--- config.mk ---
export PLATFORM = sky130hd
export DESIGN_NAME = flash_front_end
export DESIGN_NICKNAME = d
export VERILOG_FILES = /design/src/rtl/pin_sync.v /design/src/rtl/byte_fifo.v /design/src/rtl/flash_front_end.v
export VERILOG_INCLUDE_DIRS = /design/src /design/src/rtl
export SDC_FILE = /design/constraint.sdc
export NUM_CORES = 1
export LEC_CHECK = 0
export ABC_CLOCK_PERIOD_IN_PS = 3000
export BUFFER_PORTS_ARGS = -buffer_cell sky130_fd_sc_hd__buf_2
export CORE_UTILIZATION = 55
export CTS_CLUSTER_DIAMETER = 50
export DETAILED_ROUTE_END_ITERATION = 12
export GPL_ROUTABILITY_DRIVEN = 0
export HOLD_SLACK_MARGIN = 0.12
export PLACE_DENSITY_LB_ADDON = 0.1
export SETUP_SLACK_MARGIN = 0.4
export SYNTH_ARGS = -nofsm -noshare
export SYNTH_HDL_FRONTEND = slang
export SYNTH_HIERARCHICAL = 1
export SYNTH_SLANG_ARGS = --single-unit
--- constraint.sdc ---
create_clock -name mclk -period 3 [get_ports mclk]
set_input_delay 0.45 -clock mclk [delete_from_list [all_inputs] [get_ports mclk]]
set_output_delay 0.45 -clock mclk [all_outputs]
set_load 0.05 [all_outputs]
--- src/rtl/flash_front_map.vh ---
// Purpose: named constants of the serial flash command front end
// Assumes: included by the front end and nothing else needs processes here
// Notes: clock counts are in serial clock periods, times in nanoseconds
`ifndef FLASH_FRONT_MAP_VH
`define FLASH_FRONT_MAP_VH

// opcodes
`define OP_RESET_ARM 8'h66
`define OP_RESET_GO 8'h99
`define OP_NO_OPERATION 8'h00
`define OP_QUAD_ENTER 8'h38
`define OP_QUAD_EXIT 8'hFF
`define OP_READ 8'h03
`define OP_QUAD_OUT_READ 8'h6B
`define OP_QUAD_IO_READ 8'hEB
`define OP_DUAL_OUT_READ 8'h3B
`define OP_DUAL_IO_READ 8'hBB
`define OP_SECTOR_ERASE 8'h20
`define OP_BLOCK_ERASE 8'hD8

// lane widths
`define LANE_X1 3'h1
`define LANE_X2 3'h2
`define LANE_X4 3'h4

// serial clock periods per phase
`define OPC_CLK_SER 5'h08
`define OPC_CLK_QUAD 5'h02
`define ADDR_CLK_X1 5'h18
`define ADDR_CLK_X2 5'h0C
`define ADDR_CLK_X4 5'h06
`define DUMMY_CLK_NONE 5'h00
`define DUMMY_CLK_X1 5'h08
`define DUMMY_CLK_DIO 5'h04
`define DUMMY_CLK_QIO 5'h06
`define BYTE_BITS 4'h8

// erase address granularity (lowest decoded bit)
`define SECT_LSB 12
`define BLK8_LSB 13
`define BLK32_LSB 15
`define BLK64_LSB 16

// reset values and kept status bits
`define STATUS_RST 8'h00
`define STATUS_KEEP 8'h30
`define BURST_RST 2'h0
`define IO_CFG_RST 1'b0
`define OE_N_ALL_OFF 4'hF
`define OE_N_X4 4'h0
`define OE_N_X2 4'hC
`define OE_N_X1 4'hD

// timing
`define MCLK_PERIOD_NS 4
`define RCV_WRITE_NS 40000
`define RCV_OTHER_NS 1000

`endif

--- src/rtl/pin_sync.v ---
// Purpose: two-flop synchroniser for a group of pin levels
// Assumes: each bit is an independent level
// Notes: first stage feeds only the second stage
`timescale 1ns/1ns
module pin_sync #(
   parameter WIDTH = 1,
   parameter [WIDTH-1:0] RST_VAL = {WIDTH{1'b0}}
) (
   // clock and reset
   input wire mclk,
   input wire srst,
   // levels
   input wire [WIDTH-1:0] din,
   output reg [WIDTH-1:0] dout
);
   reg [WIDTH-1:0] meta_q;

   always @(posedge mclk) begin
      if (srst) begin
         meta_q <= RST_VAL;
         dout <= RST_VAL;
      end else begin
         meta_q <= din;
         dout <= meta_q;
      end
   end
endmodule // pin_sync

--- src/rtl/byte_fifo.v ---
// Purpose: synchronous FIFO with valid/ready on both sides and flush
// Assumes: one clock
// Notes: flush empties the queue in one cycle
`timescale 1ns/1ns
module byte_fifo #(
   parameter WIDTH = 8,
   parameter DEPTH = 16
) (
   // clock and reset
   input wire mclk,
   input wire srst,
   input wire flush,
   // fill side
   input wire in_valid,
   output wire in_ready,
   input wire [WIDTH-1:0] in_data,
   // drain side
   output wire out_valid,
   input wire out_ready,
   output wire [WIDTH-1:0] out_data
);
   localparam AW = $clog2(DEPTH);
   reg [WIDTH-1:0] mem [0:DEPTH-1];
   reg [AW:0] wr_q;
   reg [AW:0] rd_q;
   wire full = (wr_q[AW] != rd_q[AW]) && (wr_q[AW-1:0] == rd_q[AW-1:0]);
   wire empty = (wr_q == rd_q);

   assign in_ready = ~full;
   assign out_valid = ~empty;
   assign out_data = mem[rd_q[AW-1:0]];

   always @(posedge mclk) begin
      if (in_valid && !full) begin
         mem[wr_q[AW-1:0]] <= in_data;
      end
   end

   always @(posedge mclk) begin
      if (srst || flush) begin
         wr_q <= {(AW+1){1'b0}};
         rd_q <= {(AW+1){1'b0}};
      end else begin
         if (in_valid && !full) begin
            wr_q <= wr_q + 1'b1;
         end
         if (out_ready && !empty) begin
            rd_q <= rd_q + 1'b1;
         end
      end
   end
endmodule // byte_fifo

--- src/rtl/flash_front_end.v ---
// Purpose: command front end of a quad serial flash, sampled on mclk
// Assumes: serial clock far slower than mclk; array answers within a few
//    mclk cycles of a request
// Notes: serial clock, chip select and data pins are all synchronised
// How it works
// - opcode takes 2 serial clocks in quad, 8 in one-bit protocol.
// - address, dummy and data bytes take 2 clocks on four lines, 4 on two lines, 8 on one line.
// - address bits above the array size are dropped.
// - reset executes only right after reset arm; any other completed opcode disarms.
// - no-operation only cancels a pending reset arm.
// - reset restores serial protocol, burst 8, clears io config and all status bits except 5:4.
// - reset during program or erase aborts it.
// - recovery after aborting a write lasts longer than otherwise.
// - basic read decodes only in one-bit protocol.
// - basic read is opcode then 24 address bits, no dummy.
// - read streams bytes with incrementing address until select rises.
// - read pointer wraps from top address to zero.
// - quad entry holds quad protocol until exit, software reset or power cycle.
// - quad exit accepted as 8-clock serial or 2-clock quad opcode.
// - quad output read sends data at two clocks a byte, needs io config.
// - quad io read moves address, dummy, data on four lines, io config.
// - dual reads take four clocks per byte on two lines.
// - sector erase decodes address down to bit 12.
// - block erase decodes to bit 16, 15 or 13 by location.
// - quad exit returns to one-bit protocol in either protocol.
// - one-bit serial protocol after power-up.
`timescale 1ns/1ns
`include "flash_front_map.vh"
module flash_front_end #(
   parameter ADDR_BITS = 21,
   parameter FIFO_DEPTH = 16,
   parameter RCV_WRITE_CYC =
      (`RCV_WRITE_NS + `MCLK_PERIOD_NS - 1) / `MCLK_PERIOD_NS,
   parameter RCV_OTHER_CYC =
      (`RCV_OTHER_NS + `MCLK_PERIOD_NS - 1) / `MCLK_PERIOD_NS
) (
   // clock and reset
   input wire mclk,
   input wire srst,
   // flash pins
   input wire cs_n,
   input wire sck,
   input wire [3:0] sio_in,
   output reg [3:0] sio_out,
   output reg [3:0] sio_oe_n,
   // array read port
   output wire arr_req_valid,
   input wire arr_req_ready,
   output wire [ADDR_BITS-1:0] arr_req_addr,
   input wire arr_rd_valid,
   output wire arr_rd_ready,
   input wire [7:0] arr_rd_data,
   // erase and abort
   output reg erase_valid,
   output reg erase_block,
   output reg [ADDR_BITS-1:0] erase_addr,
   input wire array_busy,
   output reg write_abort,
   // status and configuration
   input wire status_wr,
   input wire [7:0] status_wdata,
   output reg [7:0] status_q,
   input wire io_cfg_wr,
   input wire io_cfg_wdata,
   output reg io_configuration_bit,
   input wire burst_wr,
   input wire [1:0] burst_wdata,
   output reg [1:0] burst_len_q,
   output reg quad_mode_q,
   output reg reset_armed_q,
   output reg sw_reset_pulse,
   output wire dev_ready
);
   localparam [5:0] S_IDLE = 6'h01;
   localparam [5:0] S_OPC = 6'h02;
   localparam [5:0] S_ADDR = 6'h04;
   localparam [5:0] S_DUMMY = 6'h08;
   localparam [5:0] S_DATA = 6'h10;
   localparam [5:0] S_SKIP = 6'h20;
   localparam CW = $clog2(FIFO_DEPTH) + 1;

   // decoded command: {read, erase, block, addr lanes, addr clk,
   // dummy clk, data lanes}
   function [18:0] decode(input [7:0] op, input quad, input cfg);
      begin
         decode = 19'h00000;
         case (op)
            `OP_READ: if (!quad) decode = {3'b100, `LANE_X1,
               `ADDR_CLK_X1, `DUMMY_CLK_NONE, `LANE_X1};
            `OP_QUAD_OUT_READ: if (!quad && cfg) decode = {3'b100,
               `LANE_X1, `ADDR_CLK_X1, `DUMMY_CLK_X1, `LANE_X4};
            `OP_QUAD_IO_READ: if (!quad && cfg) decode = {3'b100,
               `LANE_X4, `ADDR_CLK_X4, `DUMMY_CLK_QIO, `LANE_X4};
            `OP_DUAL_OUT_READ: if (!quad) decode = {3'b100, `LANE_X1,
               `ADDR_CLK_X1, `DUMMY_CLK_X1, `LANE_X2};
            `OP_DUAL_IO_READ: if (!quad) decode = {3'b100, `LANE_X2,
               `ADDR_CLK_X2, `DUMMY_CLK_DIO, `LANE_X2};
            `OP_SECTOR_ERASE, `OP_BLOCK_ERASE: begin
               decode[17] = 1'b1;
               decode[16] = (op == `OP_BLOCK_ERASE);
               decode[15:13] = quad ? `LANE_X4 : `LANE_X1;
               decode[12:8] = quad ? `ADDR_CLK_X4 : `ADDR_CLK_X1;
            end
            default: decode = 19'h00000;
         endcase
      end
   endfunction

   // lowest address of the sector or block holding a
   function [ADDR_BITS-1:0] erase_base(input [ADDR_BITS-1:0] a,
         input blk);
      reg [ADDR_BITS-1:0] m;
      reg bot;
      reg top;
      begin
         m = {ADDR_BITS{1'b1}};
         bot = ~|a[ADDR_BITS-1:`BLK64_LSB];
         top = &a[ADDR_BITS-1:`BLK64_LSB];
         if (!blk) begin
            m = m << `SECT_LSB;
         end else if (bot || top) begin
            if (bot ^ a[`BLK32_LSB]) begin
               m = m << `BLK8_LSB;
            end else begin
               m = m << `BLK32_LSB;
            end
         end else begin
            m = m << `BLK64_LSB;
         end
         erase_base = a & m;
      end
   endfunction

   function [3:0] lane_bits(input [7:0] b, input [2:0] l);
      begin
         case (l)
            `LANE_X4: lane_bits = b[7:4];
            `LANE_X2: lane_bits = {2'b00, b[7:6]};
            default: lane_bits = {2'b00, b[7], 1'b0};
         endcase
      end
   endfunction

   function [3:0] lane_oe_n(input [2:0] l);
      begin
         case (l)
            `LANE_X4: lane_oe_n = `OE_N_X4;
            `LANE_X2: lane_oe_n = `OE_N_X2;
            default: lane_oe_n = `OE_N_X1;
         endcase
      end
   endfunction

   wire [5:0] pins_s;
   reg sck_d_q;
   reg cs_d_q;
   reg [5:0] state_q;
   reg [4:0] cnt_q;
   reg [31:0] in_sr_q;
   reg [31:0] in_sr_d;
   reg [7:0] opc_q;
   reg op_done_q;
   reg [18:0] dec_q;
   reg [7:0] out_sr_q;
   reg [3:0] out_cnt_q;
   reg rd_active_q;
   reg [ADDR_BITS-1:0] rd_ptr_q;
   reg [CW-1:0] credit_q;
   reg [31:0] rcv_cnt_q;
   reg [18:0] dec_now;

   wire cs_s = pins_s[5];
   wire sck_s = pins_s[4];
   wire [3:0] sio_s = pins_s[3:0];
   wire sck_rise = sck_s & ~sck_d_q;
   wire sck_fall = ~sck_s & sck_d_q;
   wire cs_rise = cs_s & ~cs_d_q;
   wire cs_fall = ~cs_s & cs_d_q;
   wire [2:0] a_lanes = dec_q[15:13];
   wire [4:0] dummy_clk = dec_q[7:3];
   wire [2:0] d_lanes = dec_q[2:0];
   wire fifo_valid;
   wire [7:0] fifo_data;
   wire pop = (state_q == S_DATA) && sck_fall && (out_cnt_q == 4'h0);
   wire popped = pop && fifo_valid;
   wire req_take = arr_req_valid && arr_req_ready;
   wire [ADDR_BITS-1:0] addr_in = in_sr_d[ADDR_BITS-1:0];

   assign arr_req_valid = rd_active_q &&
      (credit_q < FIFO_DEPTH[CW-1:0]); // sized to never overrun the fifo
   assign arr_req_addr = rd_ptr_q;
   assign dev_ready = (rcv_cnt_q == 32'h0);

   pin_sync #(.WIDTH(6), .RST_VAL(6'h20)) u_sync (
      .mclk(mclk),
      .srst(srst),
      .din({cs_n, sck, sio_in}),
      .dout(pins_s)
   );

   byte_fifo #(.WIDTH(8), .DEPTH(FIFO_DEPTH)) u_fifo (
      .mclk(mclk),
      .srst(srst),
      .flush(~rd_active_q),
      .in_valid(arr_rd_valid & rd_active_q),
      .in_ready(arr_rd_ready),
      .in_data(arr_rd_data),
      .out_valid(fifo_valid),
      .out_ready(pop),
      .out_data(fifo_data)
   );

   // shift in by the lane count of the current phase
   always @* begin
      case ((state_q == S_OPC) ? (quad_mode_q ? `LANE_X4 : `LANE_X1)
            : a_lanes)
         `LANE_X4: in_sr_d = {in_sr_q[27:0], sio_s};
         `LANE_X2: in_sr_d = {in_sr_q[29:0], sio_s[1:0]};
         default: in_sr_d = {in_sr_q[30:0], sio_s[0]};
      endcase
      dec_now = decode(in_sr_d[7:0], quad_mode_q, io_configuration_bit);
   end

   always @(posedge mclk) begin
      if (srst) begin
         sck_d_q <= 1'b0;
         cs_d_q <= 1'b1;
         state_q <= S_IDLE;
         cnt_q <= 5'h00;
         in_sr_q <= 32'h0;
         opc_q <= 8'h00;
         op_done_q <= 1'b0;
         dec_q <= 19'h00000;
         out_sr_q <= 8'h00;
         out_cnt_q <= 4'h0;
         rd_active_q <= 1'b0;
         rd_ptr_q <= {ADDR_BITS{1'b0}};
         credit_q <= {CW{1'b0}};
         rcv_cnt_q <= 32'h0;
         sio_out <= 4'h0;
         sio_oe_n <= `OE_N_ALL_OFF;
         erase_valid <= 1'b0;
         erase_block <= 1'b0;
         erase_addr <= {ADDR_BITS{1'b0}};
         write_abort <= 1'b0;
         status_q <= `STATUS_RST;
         io_configuration_bit <= `IO_CFG_RST;
         burst_len_q <= `BURST_RST;
         quad_mode_q <= 1'b0;
         reset_armed_q <= 1'b0;
         sw_reset_pulse <= 1'b0;
      end else begin
         sck_d_q <= sck_s;
         cs_d_q <= cs_s;
         erase_valid <= 1'b0;
         write_abort <= 1'b0;
         sw_reset_pulse <= 1'b0;
         if (rcv_cnt_q != 32'h0) begin
            rcv_cnt_q <= rcv_cnt_q - 32'h1;
         end
         if (status_wr) begin
            status_q <= status_wdata;
         end
         if (io_cfg_wr) begin
            io_configuration_bit <= io_cfg_wdata;
         end
         if (burst_wr) begin
            burst_len_q <= burst_wdata;
         end
         // credits cover requests in flight plus bytes queued
         if (!rd_active_q) begin
            credit_q <= {CW{1'b0}};
         end else if (req_take && !popped) begin
            credit_q <= credit_q + 1'b1;
         end else if (!req_take && popped) begin
            credit_q <= credit_q - 1'b1;
         end
         if (req_take) begin
            rd_ptr_q <= rd_ptr_q + 1'b1;
         end

         if (cs_rise) begin
            // frame ends; unfinished opcodes have no effect
            state_q <= S_IDLE;
            rd_active_q <= 1'b0;
            sio_oe_n <= `OE_N_ALL_OFF;
            op_done_q <= 1'b0;
            if (op_done_q) begin
               reset_armed_q <= (opc_q == `OP_RESET_ARM);
               if (opc_q == `OP_QUAD_ENTER) begin
                  quad_mode_q <= 1'b1;
               end
               if (opc_q == `OP_QUAD_EXIT) begin
                  quad_mode_q <= 1'b0;
               end
               if (dec_q[17] && state_q == S_SKIP) begin
                  erase_valid <= 1'b1;
               end
               if (opc_q == `OP_RESET_GO && reset_armed_q) begin
                  sw_reset_pulse <= 1'b1;
                  quad_mode_q <= 1'b0;
                  burst_len_q <= `BURST_RST;
                  status_q <= status_q & `STATUS_KEEP;
                  io_configuration_bit <= `IO_CFG_RST;
                  write_abort <= array_busy;
                  rcv_cnt_q <= array_busy ? RCV_WRITE_CYC :
                     RCV_OTHER_CYC;
               end
            end
         end else begin
            case (state_q)
               S_IDLE: begin
                  if (cs_fall) begin
                     // busy recovering: frame is swallowed
                     state_q <= dev_ready ? S_OPC : S_SKIP;
                     cnt_q <= quad_mode_q ? `OPC_CLK_QUAD
                        : `OPC_CLK_SER;
                  end
               end
               S_OPC: begin
                  if (sck_rise) begin
                     in_sr_q <= in_sr_d;
                     cnt_q <= cnt_q - 5'h01;
                     if (cnt_q == 5'h01) begin
                        opc_q <= in_sr_d[7:0];
                        op_done_q <= 1'b1;
                        dec_q <= dec_now;
                        cnt_q <= dec_now[12:8];
                        state_q <= (dec_now[18] | dec_now[17]) ? S_ADDR
                           : S_SKIP;
                     end
                  end
               end
               S_ADDR: begin
                  if (sck_rise) begin
                     in_sr_q <= in_sr_d;
                     cnt_q <= cnt_q - 5'h01;
                     if (cnt_q == 5'h01) begin
                        if (dec_q[17]) begin
                           erase_block <= dec_q[16];
                           erase_addr <= erase_base(addr_in, dec_q[16]);
                           state_q <= S_SKIP;
                        end else begin
                           rd_ptr_q <= addr_in;
                           rd_active_q <= 1'b1;
                           out_cnt_q <= 4'h0;
                           cnt_q <= dummy_clk;
                           state_q <= (dummy_clk == `DUMMY_CLK_NONE) ?
                              S_DATA : S_DUMMY;
                        end
                     end
                  end
               end
               S_DUMMY: begin
                  if (sck_rise) begin
                     cnt_q <= cnt_q - 5'h01;
                     if (cnt_q == 5'h01) begin
                        state_q <= S_DATA;
                     end
                  end
               end
               S_DATA: begin
                  if (sck_fall) begin
                     sio_oe_n <= lane_oe_n(d_lanes);
                     if (out_cnt_q == 4'h0) begin
                        // an empty queue sends zero rather than stalling
                        sio_out <= lane_bits(popped ? fifo_data : 8'h00,
                           d_lanes);
                        out_sr_q <= (popped ? fifo_data : 8'h00) << d_lanes;
                        out_cnt_q <= `BYTE_BITS - {1'b0, d_lanes};
                     end else begin
                        sio_out <= lane_bits(out_sr_q, d_lanes);
                        out_sr_q <= out_sr_q << d_lanes;
                        out_cnt_q <= out_cnt_q - {1'b0, d_lanes};
                     end
                  end
               end
               S_SKIP: begin
                  sio_oe_n <= `OE_N_ALL_OFF;
               end
               default: state_q <= S_IDLE;
            endcase
         end
      end
   end
endmodule // flash_front_end

=== Word-level counts from Yosys, hierarchy flattened ===
Memories as Yosys holds them, arrays and structs flattened. A register that Yosys moved wholly into a read port is not among the register bits.
Cells that the tools add are included.

* Register bits: 199
* Output and inout bits: 70
* Memories kept: 1
* Memory bits (writable): 128
* Logic and storage cells: 240
* Input bits: 33

* $add $sub $neg: 9
* Muxes and demuxes: 90
* Shift operators: 2
* $lt $le $gt $ge: 1
* Reduce and logical (&&, ||, !) cells: 51
* Equal/unequal tests: 35
* Bitwise logic cells: 20

{| class="wikitable"
|+ Memory list
! memory !! words !! width !! read ports !! clocked after memory_dff !! wr ports !! RTL line !! RTL
|-
| u_fifo.mem || 16 || 8 || 1 || 1 || 1 || byte_fifo.v:23 || <nowiki>reg [WIDTH-1:0] mem [0:DEPTH-1];</nowiki>
|}

{| class="wikitable"
|+ Operator list
! kind !! number
|-
| $mux W21 || 14
|-
| $mux W32 || 4
|-
| $mux W19 || 5
|-
| $mux W6 || 10
|-
| $pmux W10 S6 || 1
|-
| $mux W5 || 11
|-
| $mux W8 || 6
|-
| $pmux W21 S2 || 1
|-
| $eq A8 B8 Y1 const B || 5
|-
| $mux W4 || 10
|-
| $pmux W4 S2 || 5
|-
| $pmux W8 S5 || 1
|-
| $logic_not A32 Y1 || 1
|-
| $reduce_bool A32 Y1 || 1
|-
| $sub A32 B1 Y32 const B || 1
|-
| $pmux W6 S5 || 1
|-
| $eq A8 B6 Y1 const B || 3
|-
| $add A21 B1 Y21 const B || 1
|-
| $and A21 B21 Y21 || 1
|-
| $pmux W5 S4 || 1
|-
| $eq A8 B7 Y1 const B || 2
|-
| $ne A2 B2 Y1 const B || 8
|-
| $shl A8 B3 Y8 || 2
|-
| $add A5 B1 Y5 const B || 3
|-
| other kinds (47) || 110
|}

=== Logic depth before layout (Yosys ltp) ===
Gate-level depths: netlist (run 1).

* Word-level depth: 17
* Depth in mapped cells: 17
* Gate-level depth less buffers: 15

=== By module ===
The synthesis (run 1) kept the hierarchy.

{| class="wikitable"
|+ Modules (own cells, without submodules)
! module !! cells an instance !! area an instance (um2) !! seq. area each (um2) !! instances
|-
| flash_front_end || 973 || 8066.5 || 3143.0 || 1
|-
| byte_fifo || 283 || 5816.8 || 4124.0 || 1
|-
| pin_sync || 25 || 326.6 || 240.2 || 1
|}

=== Least setup slack after synthesis (run 1) ===
OpenSTA, ideal clock, no wires.

* Path type: register to register
* Start point: reg state_q[0]
* End point: reg credit_q[4]
* Library setup time: 70 ps
* Period minus slack after synthesis: 3308 ps
* Required time: 2930 ps
* Slack: -308 ps
* Buffers on the path: 1
* Cell stages (with the launch flop): 14
* Arrival: 3238 ps
* Path through: dfxtp_1 > or4_1 > nor4b_2 > and2_1 > clkbuf_1 > inv_1 > ha_1 > inv_1 > ha_1 > a21o_1 > a21oi_1 > xnor2_1 > or3_1 > a21oi_1

* Cells in the longest elaborated chain, start to end: 7
* Elaborated cells between the ends (all ways): 9
* Those cells by class: eq/ne (1); mux (1); reduce/logical (7)

{| class="wikitable"
|+ Ends and longest elaborated chain
! what !! RTL line !! RTL
|-
| start, declared || flash_front_end.v:157 || <nowiki>reg [5:0] state_q;</nowiki>
|-
| start signal, assigned || flash_front_end.v:315 || <nowiki>state_q <= dev_ready ? S_OPC : S_SKIP;</nowiki>
|-
| start signal, assigned || flash_front_end.v:329 || <nowiki>state_q <= (dec_now[18] | dec_now[17]) ? S_ADDR</nowiki>
|-
| start signal, assigned || flash_front_end.v:348 || <nowiki>state_q <= (dummy_clk == `DUMMY_CLK_NONE) ?</nowiki>
|-
| $eq A6 B5 Y1 (*) || flash_front_end.v:184 || <nowiki>wire pop = (state_q == S_DATA) && sck_fall && (out_cnt_q == 4'h0);</nowiki>
|-
| $logic_and A1 B1 Y1 (*) (2 in a row) || flash_front_end.v:184 ||
|-
| $logic_and A1 B1 Y1 (*) || flash_front_end.v:185 || <nowiki>wire popped = pop && fifo_valid;</nowiki>
|-
| $logic_not A1 Y1 || flash_front_end.v:273 || <nowiki>end else if (req_take && !popped) begin</nowiki>
|-
| $logic_and A1 B1 Y1 || flash_front_end.v:273 ||
|-
| $mux W5 / $reduce_bool A2 Y1 (equally long branches) || -- ||
|-
| end signal, assigned || flash_front_end.v:272 || <nowiki>credit_q <= {CW{1'b0}};</nowiki>
|-
| end signal, assigned || flash_front_end.v:274 || <nowiki>credit_q <= credit_q + 1'b1;</nowiki>
|-
| end signal, assigned || flash_front_end.v:276 || <nowiki>credit_q <= credit_q - 1'b1;</nowiki>
|-
| end, declared || flash_front_end.v:168 || <nowiki>reg [CW-1:0] credit_q;</nowiki>
|}

Mark *: on every way between the ends. The rest lies on a longest branch, timed or not.
A chain may end at the register's enable or synchronous reset.

=== Worst setup path after layout (run 1) ===
* Start point: reg rcv_cnt_q[6]
* End point: out dev_ready

* Cells in the longest elaborated chain, start to end: 1

{| class="wikitable"
|+ Ends and longest elaborated chain
! what !! RTL line !! RTL
|-
| start, declared || flash_front_end.v:169 || <nowiki>reg [31:0] rcv_cnt_q;</nowiki>
|-
| start signal, assigned || flash_front_end.v:259 || <nowiki>rcv_cnt_q <= rcv_cnt_q - 32'h1;</nowiki>
|-
| start signal, assigned || flash_front_end.v:306 || <nowiki>rcv_cnt_q <= array_busy ? RCV_WRITE_CYC :</nowiki>
|-
| $logic_not A32 Y1 || flash_front_end.v:192 || <nowiki>assign dev_ready = (rcv_cnt_q == 32'h0);</nowiki>
|-
| end, declared || flash_front_end.v:72 || <nowiki>output wire dev_ready</nowiki>
|}

No other way between the ends.

==> results of run 1 <==
-- metrics by stage --
step	TNS, ps	hold slack [ps]	std cells
3_5_place_dp	-27.4	420	1693
5_1_grt	0	124	1831
4_1_cts	-45.0	121	1796
6_report	0	122	1831
2_1_floorplan	0	383	1292
3_3_place_gp	0	413	1693
-- worst max-delay path by stage --
stage	depth (start not counted)	slack, ps	to	startpoint
2_1_floorplan	16	120	credit_q[4]	u_fifo/wr_q[3]
3_3_place_gp	8	60	state_q[2]	state_q[3]
3_5_place_dp	8	-30	state_q[2]	state_q[3]
4_1_cts	5	-50	dev_ready	rcv_cnt_q[6]
5_1_grt	5	2	dev_ready	rcv_cnt_q[6]
6_report	5	50	dev_ready	rcv_cnt_q[6]
-- cell families (layout without fill, tap and decap cells) --
| family | after synthesis | count (layout) | synth area share |
|---|---|---|---|
| simple gates | 458 | 459 | 0.164 |
| other cells | 1 | 12 | 0.000264 |
| compound gates | 247 | 247 | 0.122 |
| fa+ha+maj | 19 | 19 | 0.0178 |
| buf+inv | 114 | 322 | 0.0389 |
| flops | 311 | 311 | 0.528 |
| mux | 68 | 68 | 0.0907 |
| xor+xnor | 63 | 63 | 0.0388 |
-- layer usage --
metal  vias to the layer above  share of wire  global-route usage  wire length, um
met2                       375           0.49               0.423            17200
met1                      5252           0.43               0.350            15000
met5                         -              0                   0                0
li1                       5146              -                   -                -
met4                         0          0.027              0.0841              944
met3                        74          0.057              0.0438             2000
-- flip-flops by register name, summed over array words and instances, names as in the netlist, 2 cells and up, named ones only --
signal and count:
u_fifo/mem 128, rcv_cnt_q 32, arr_req_addr 21, in_sr_q 20, dec_q 11, erase_addr 9, opc_q 8, out_sr_q 8
status_q 8, state_q 6, u_sync/dout 6, u_sync/meta_q 6, cnt_q 5, credit_q 5, u_fifo/rd_q 5, u_fifo/wr_q 5
out_cnt_q 4, sio_out 4, sio_oe_n 3, burst_len_q 2
-- power by group --
group          switching (mW)  internal [mW]  leakage (nW)  total [mW]
logic                   0.926          0.853          3.29        1.78
registers               0.142           4.54          2.64        4.68
clock network            1.79           2.79         0.608        4.58
total                    2.85           8.18          6.54        11.0
-- synth_stat cells (all sizes together) (20+ instances only) --
library cell,count,area (um2)
xor2,23,201
nand2,85,319
a211oi,56,420
clkbuf,46,173
mux2i,23,230
o21ai,33,165
inv,29,109
nand3,22,110
xnor2,40,350
a21oi,66,338
buf,38,268
dfxtp,183,3660
edfxtp,128,3840
and3,21,131
nor3,30,150
mux4,41,1010
nor2b,20,125
nor2,156,602
-- what timing repair did --
action	in CTS	in global routing
gates cloned	3	1
endpoints found under the setup margin	59	79
pin swaps	54	67
gates resized for setup	114	68
setup buffers	33	34
endpoints found under the hold margin	0	0
-- layout make-up --
type | count | area (um2)
clock inverters | 18 | 215
inverters | 30 | 120
well taps | 330 | 413
repair buffers | 225 | 1680
fillers | 1810 | 7380
multi-input cells | 868 | 6870
flip-flops and latches | 311 | 7550
clock buffers | 49 | 1030
==> metrics.md, run 1 <==
| Metric | Value |
|---|---|
| Die span in y | `~160 um` |
| Initial antenna violation count | `0` |
| Crit-path cells | `or4_4 > or4b_4 > nor4_4 > and4_4 > buf_8` |
| Slew HR | `0.563` |
| Worst setup margin | `just over 50 ps` |
| Outcome | `complete, no violations` |
| Grt ovf | `0` |
| Via-to-Cell Ratio | `between 5 and 6` |
| Worst hold-check path type | `in2reg` |
| CTS Root Cell | `clkbuf_16` |
| CTS Buf Count | `37` |
| Routed Antenna Nets | `0` |
| RSZ-0062 raised after global routing | `true` |
| Final Hold Fails | `0` |
| Worst R2R End | `state_q[2]` |
| Die area | `between 0.02 and 0.03 mm2` |
| Crit path arrival time | `between 2000 and 3000 ps` |
| Total global-route track usage | `0.258` |
| Syn_area_per_cell | `approximately 11 um2` |
| Placed inst area | `0.0154 mm2` |
| CP peak stage delay | `roughly 530 ps` |
| WHS Path Cells | `2` |
| Power per cell area | `between 600 and 700 mW/mm2` |
| Share of cells above drive strength 1 | `0.306` |
| Final Cell Area | `between 0.015 and 0.02 mm2` |
| Synthesized area | `~0.014 mm2` |
| Pleak | `~6.5 nW` |
| Nets | `roughly 1500` |
| DRC Markers | `0` |
| CP required | `2550 ps` |
| YS warnings | `6` |
| Final setup fails | `0` |
| Min-Delay Endpoint | `u_sync/meta_q[5]` |
| Most used DFF post-synth | `dfxtp_1` |
| Hold_buf cts | `0` |
| EDFF count, synth | `128` |
| Num Clock Sinks | `311` |
| CP Capture Type | `primary output` |
| Setup WS pre-CTS | `-27.4 ps` |
| Final Max Tran Viols | `0` |
| Via Count | `roughly 11000` |
| Top Family by Delay on Critical Path | `simple AND/OR/NAND/NOR gates` |
| Finished Core Util | `0.708` |
| Cells after Synth | `about 1300` |
| Clock Path Buffers | `3` |
| DR iter-0 viols | `1140` |
| Avg WL per Cell | `~19 um` |
| Detailed Routing Iterations Pass 1 | `7` |
| Largest net degree at the start of global routing | `slightly above 100` |
| Die width | `between 150 and 200 um` |
| Peak VDD IR | `around 0.64 mV` |
| H-Tree Depth | `2` |
| Period utilization | `0.983` |
| Most common cell after layout, fill and taps aside | `dfxtp_1` |
| FF-to-FF Start | `state_q[5]` |
| FMAX | `between 0.3 and 0.4 GHz` |
| Min cycle time layout | `2950 ps` |
| R2R Setup Slk | `110 ps` |
| CP max stage cell | `or4_4` |
| Fraction of registers with async set/reset | `0` |
| Worst setup SP type | `register` |
| Ant. Diodes | `0` |
| Most frequent cells in the layout | `dfxtp_1, nor2_1, edfxtp_1` |
| Worst Skew | `24.3 ps` |
| Clk_lat worst skew | `between 500 and 600 ps` |
| Slew @ Worst Pin | `~650 ps` |
| CP Buf/Inv Count | `1` |
| Hold Crit Start | `cs_n` |
| FP Rows | `between 50 and 60` |
| Number of global-route vias before repair | `between 10000 and 15000` |
| Worst-path clk slew | `around 60 ps` |
| Total power | `between 10 and 15 mW` |
| Yosys cell types | `85` |
| Initial Util | `0.563` |
| Port-buffer cells | `90` |
| First-pass GRT wire length | `approximately 54 mm` |
| Io pins | `roughly 100` |
| Worst-path maximum fanout | `2` |
| FF+latch count, synth | `between 300 and 400` |
| MaxCap Viol Count | `0` |
| Crit Path Class | `reg2out` |
| Wirelength, routed | `35.1 mm` |
| Core ar. | `approximately 0.025 mm2` |
| CTS tree | `yes` |
| Post-detail-place hpwl | `around 22 mm` |
| Worst reg2reg path depth | `10` |
| Share of the yosys chip area belonging to registers | `0.528` |
| P&R area growth vs syn | `25.8%` |
Note: power is estimated with default switching activity, not from simulation.
==> run 2: changes to the inputs <==
Settings changed: ABC_AREA from default to 1, SYNTH_HIERARCHICAL 1 to default.
==> run 2 against run 1 <==
Net effect: critical path depth grew 13; total power grew 2.3%; wire length grew 3.7%; utilization shrank 4.6 points; sequential cell count is the same; worst hold slack gained 10 ps; count of clock-buffer cells in the layout shrank 4; clock skew shrank 8.7 ps; register-to-register slack gained 390 ps; setup slack gained 450 ps.
==> metrics.md, run 2 <==
| Metric | Value |
|---|---|
| Peak VDD IR | `0.698 mV (+9.4%)` |
| Power per cell area | `654 mW/mm2 (+6.0%)` |
| Main combinational cell family by area after synthesis | `simple AND/OR/NAND/NOR gates` |
| FF+latch count, synth | `311 (unchanged)` |
| Synthesized area | `0.0146 mm2 (+2.5%)` |
| Clk_lat worst skew | `520 ps (about the same)` |
| Placed Cells | `2126 (+26%)` |
| Post-detail-place hpwl | `24.7 mm (+11%)` |
| Final Hold Fails | `0 (unchanged)` |
| Crit Path Class | `reg2reg` |
| Hold slack | `132 ps (+10.4 ps)` |
| Yosys cell types | `63 (-26%)` |
| Simple-gate share of the synthesized area | `0.217 (+0.0535)` |
| Synth top area cells | `edfxtp_1, dfxtp_1, nand2_1, inv_1, a21oi_1` |
| FP Rows | `59 (+1.7%)` |
| Final Max Tran Viols | `0 (unchanged)` |
| Slew HR | `0.494 (-0.0689)` |
| Share of the yosys chip area belonging to registers | `0.515 (-0.0131)` |
| Number of flip-flops in the largest register | `128 (unchanged)` |
| Io pins | `103 (unchanged)` |
| CTS tree | `yes` |
| Mux share of post-synthesis cell area | `0.00550 (-0.0852)` |
| Finished Layout Cells | `2234 (+22%)` |
| Die width | `165 um (+1.2%)` |
| Most frequent cells in the layout | `nand2_1, inv_1, dfxtp_1` |
| Share of cells above drive strength 1 | `0.173 (-0.134)` |
| Port-buffer cells | `90 (unchanged)` |
| Detailed Routing Iterations Pass 1 | `5 (-2)` |
| Slew @ Worst Pin | `756 ps (+101 ps)` |
| RSZ-0062 raised after global routing | `true` |
| Initial Util | `0.559 (-0.00354)` |
| Num Clock Sinks | `311 (unchanged)` |
| Most frequent cell after synthesis | `nand2_1` |
| CP Capture Type | `register` |
| Worst-path maximum fanout | `7 (+5)` |
| Core ar. | `0.0261 mm2 (+3.2%)` |
| Initial antenna violation count | `0 (unchanged)` |
| Worst setup SP type | `register` |
| Grt ovf | `0 (unchanged)` |
| Cells after Synth | `1718 (+34%)` |
| Via-to-Cell Ratio | `5.48 (-7.5%)` |
| Routed Antenna Nets | `0 (unchanged)` |
| CTS Root Cell | `clkbuf_16` |
| Min cycle time layout | `2500 ps (-453 ps)` |
| Crit path arrival time | `2950 ps (+450 ps)` |
| Outcome | `complete, no violations` |
| H-Tree Depth | `2 (unchanged)` |
| Total global-route track usage | `0.267 (+0.00864)` |
| Most used DFF post-synth | `dfxtp_1` |
| Post-synthesis compound-gate area fraction | `0.144 (+0.0223)` |
| Setup TNS Final | `0 ps (unchanged)` |
| Via Count | `12200 (+13%)` |
| Nets | `1924 (+26%)` |
| Most common cell after layout, fill and taps aside | `nand2_1` |
| Largest net degree at the start of global routing | `65 (-37%)` |
| Wirelength, routed | `36.4 mm (+3.7%)` |
| DR iter-0 viols | `734 (-36%)` |
| Ant. Diodes | `0 (unchanged)` |
| YS warnings | `0 (-6)` |
| P&R area growth vs syn | `18.5%` |
| DRC Markers | `0 (unchanged)` |
| Pleak | `7.31 nW (+12%)` |
| Worst hold-check path type | `in2reg` |
| Synth Area in XOR/XNOR | `0.0204 (-0.0184)` |
| Worst Skew | `15.7 ps (-8.65 ps)` |
| CP required | `3450 ps (+900 ps)` |
| Period utilization | `0.832 (-0.151)` |
| MaxCap Viol Count | `0 (unchanged)` |
| Syn_area_per_cell | `8.48 um2 (-24%)` |
| Die span in y | `165 um (+1.2%)` |
| First-pass GRT wire length | `56.9 mm (+5.4%)` |
| Die area | `0.0271 mm2 (+2.5%)` |
| Avg WL per Cell | `16.3 um (-15%)` |
| Post-synth top cells | `nand2_1, inv_1, nor2_1` |
| Fraction of registers with async set/reset | `0 (unchanged)` |
| Area share of the leading cell type in the synthesized netlist | `0.264 (-0.00669)` |
| CTS Buf Count | `37 (unchanged)` |
| Number of global-route vias before repair | `11300 (+12%)` |
| Clock Path Buffers | `3 (unchanged)` |
| FMAX | `0.401 GHz (+18%)` |
| Worst setup margin | `504 ps (+453 ps)` |
| Largest area contributor in the netlist | `edfxtp_1` |
| EDFF count, synth | `128 (unchanged)` |
| Setup WS pre-CTS | `85.3 ps (+113 ps)` |
| Post-Synth Adder-Cell Area | `0.0165 (-0.00130)` |
| Total power | `11.3 mW (+2.3%)` |
| Worst-path clk slew | `60 ps (about the same)` |
| Final setup fails | `0 (unchanged)` |
run 2: power by group:
group	total [mW]	internal (mW)	leakage (nW)	switching, mW
sequential	4.83	4.63	2.64	0.200
clock	4.49	2.73	0.596	1.76
combinational	1.97	0.670	4.08	1.30
run 2: timing repair:
action                                 CTS  global route
hold buffers                             3             0
setup endpoints to repair               14            47
resized for setup                       11            54
setup buffers                            6            32
pin swaps                                7            24
endpoints found under the hold margin    3             0
gates cloned                             1             1
run 2: logic make-up (layout without fill, tap and decap cells):
group / after synthesis / count (layout)
other cells: 1 / 12
fa+ha+maj: 18 / 18
flops: 311 / 311
buf+inv: 290 / 458
compound gates: 356 / 356
xor+xnor: 34 / 34
simple gates: 700 / 702
mux: 8 / 8
run 2: cell type report:
type	count	area, um2
fillers	2160	8800
flip-flops and latches	311	7510
multi-input cells	1130	6150
repair buffers	171	1100
clock buffers	45	998
inverters	222	841
well taps	335	419
clock inverters	20	230
run 2: metal layers:
metal | global-route usage | part of all wire | up-vias
met4 | 0.0792 | 0.025 | 0
met2 | 0.442 | 0.47 | 358
met5 | 0 | 0 | -
met1 | 0.360 | 0.44 | 5734
met3 | 0.0434 | 0.066 | 66
li1 | - | - | 6084
run 2: worst paths after layout:
check | startpoint | endpoint | slack (ps) | cells past startpoint
worst max-delay path | state_q[2] | cnt_q[2] | 500 | 18
worst min-delay path | sio_in[3] | u_sync.meta_q[3] | 130 | 3
worst max register to register | state_q[2] | cnt_q[2] | 500 | 18
worst min register to register | u_sync.meta_q[3] | u_sync.dout[3] | 400 | 2
run 2: stage by stage:
stage | area (um2) | util
3_3_place_gp | 15500 | 0.594
4_1_cts | 16800 | 0.646
2_1_floorplan | 14600 | -
3_5_place_dp | 15500 | 0.594
6_report | 17300 | 0.662
5_1_grt | 17300 | 0.662
run 2: worst max-delay path, stage by stage (launching register included):
cell     delay [ps]
dfxtp_2         340
nor2_4          220
nand3_4         220
o21ai_4         160
nand3_4         200
buf_6           180
nand2_4          80
nor2_2           60
nor2_4          150
nand2_4          90
nor2_2           90
nand2_1          70
nand2_2         110
nand2_1          70
nand2_2          90
nor2_1           50
nor2_1           80
o21ai_1          60
a21oi_1         110
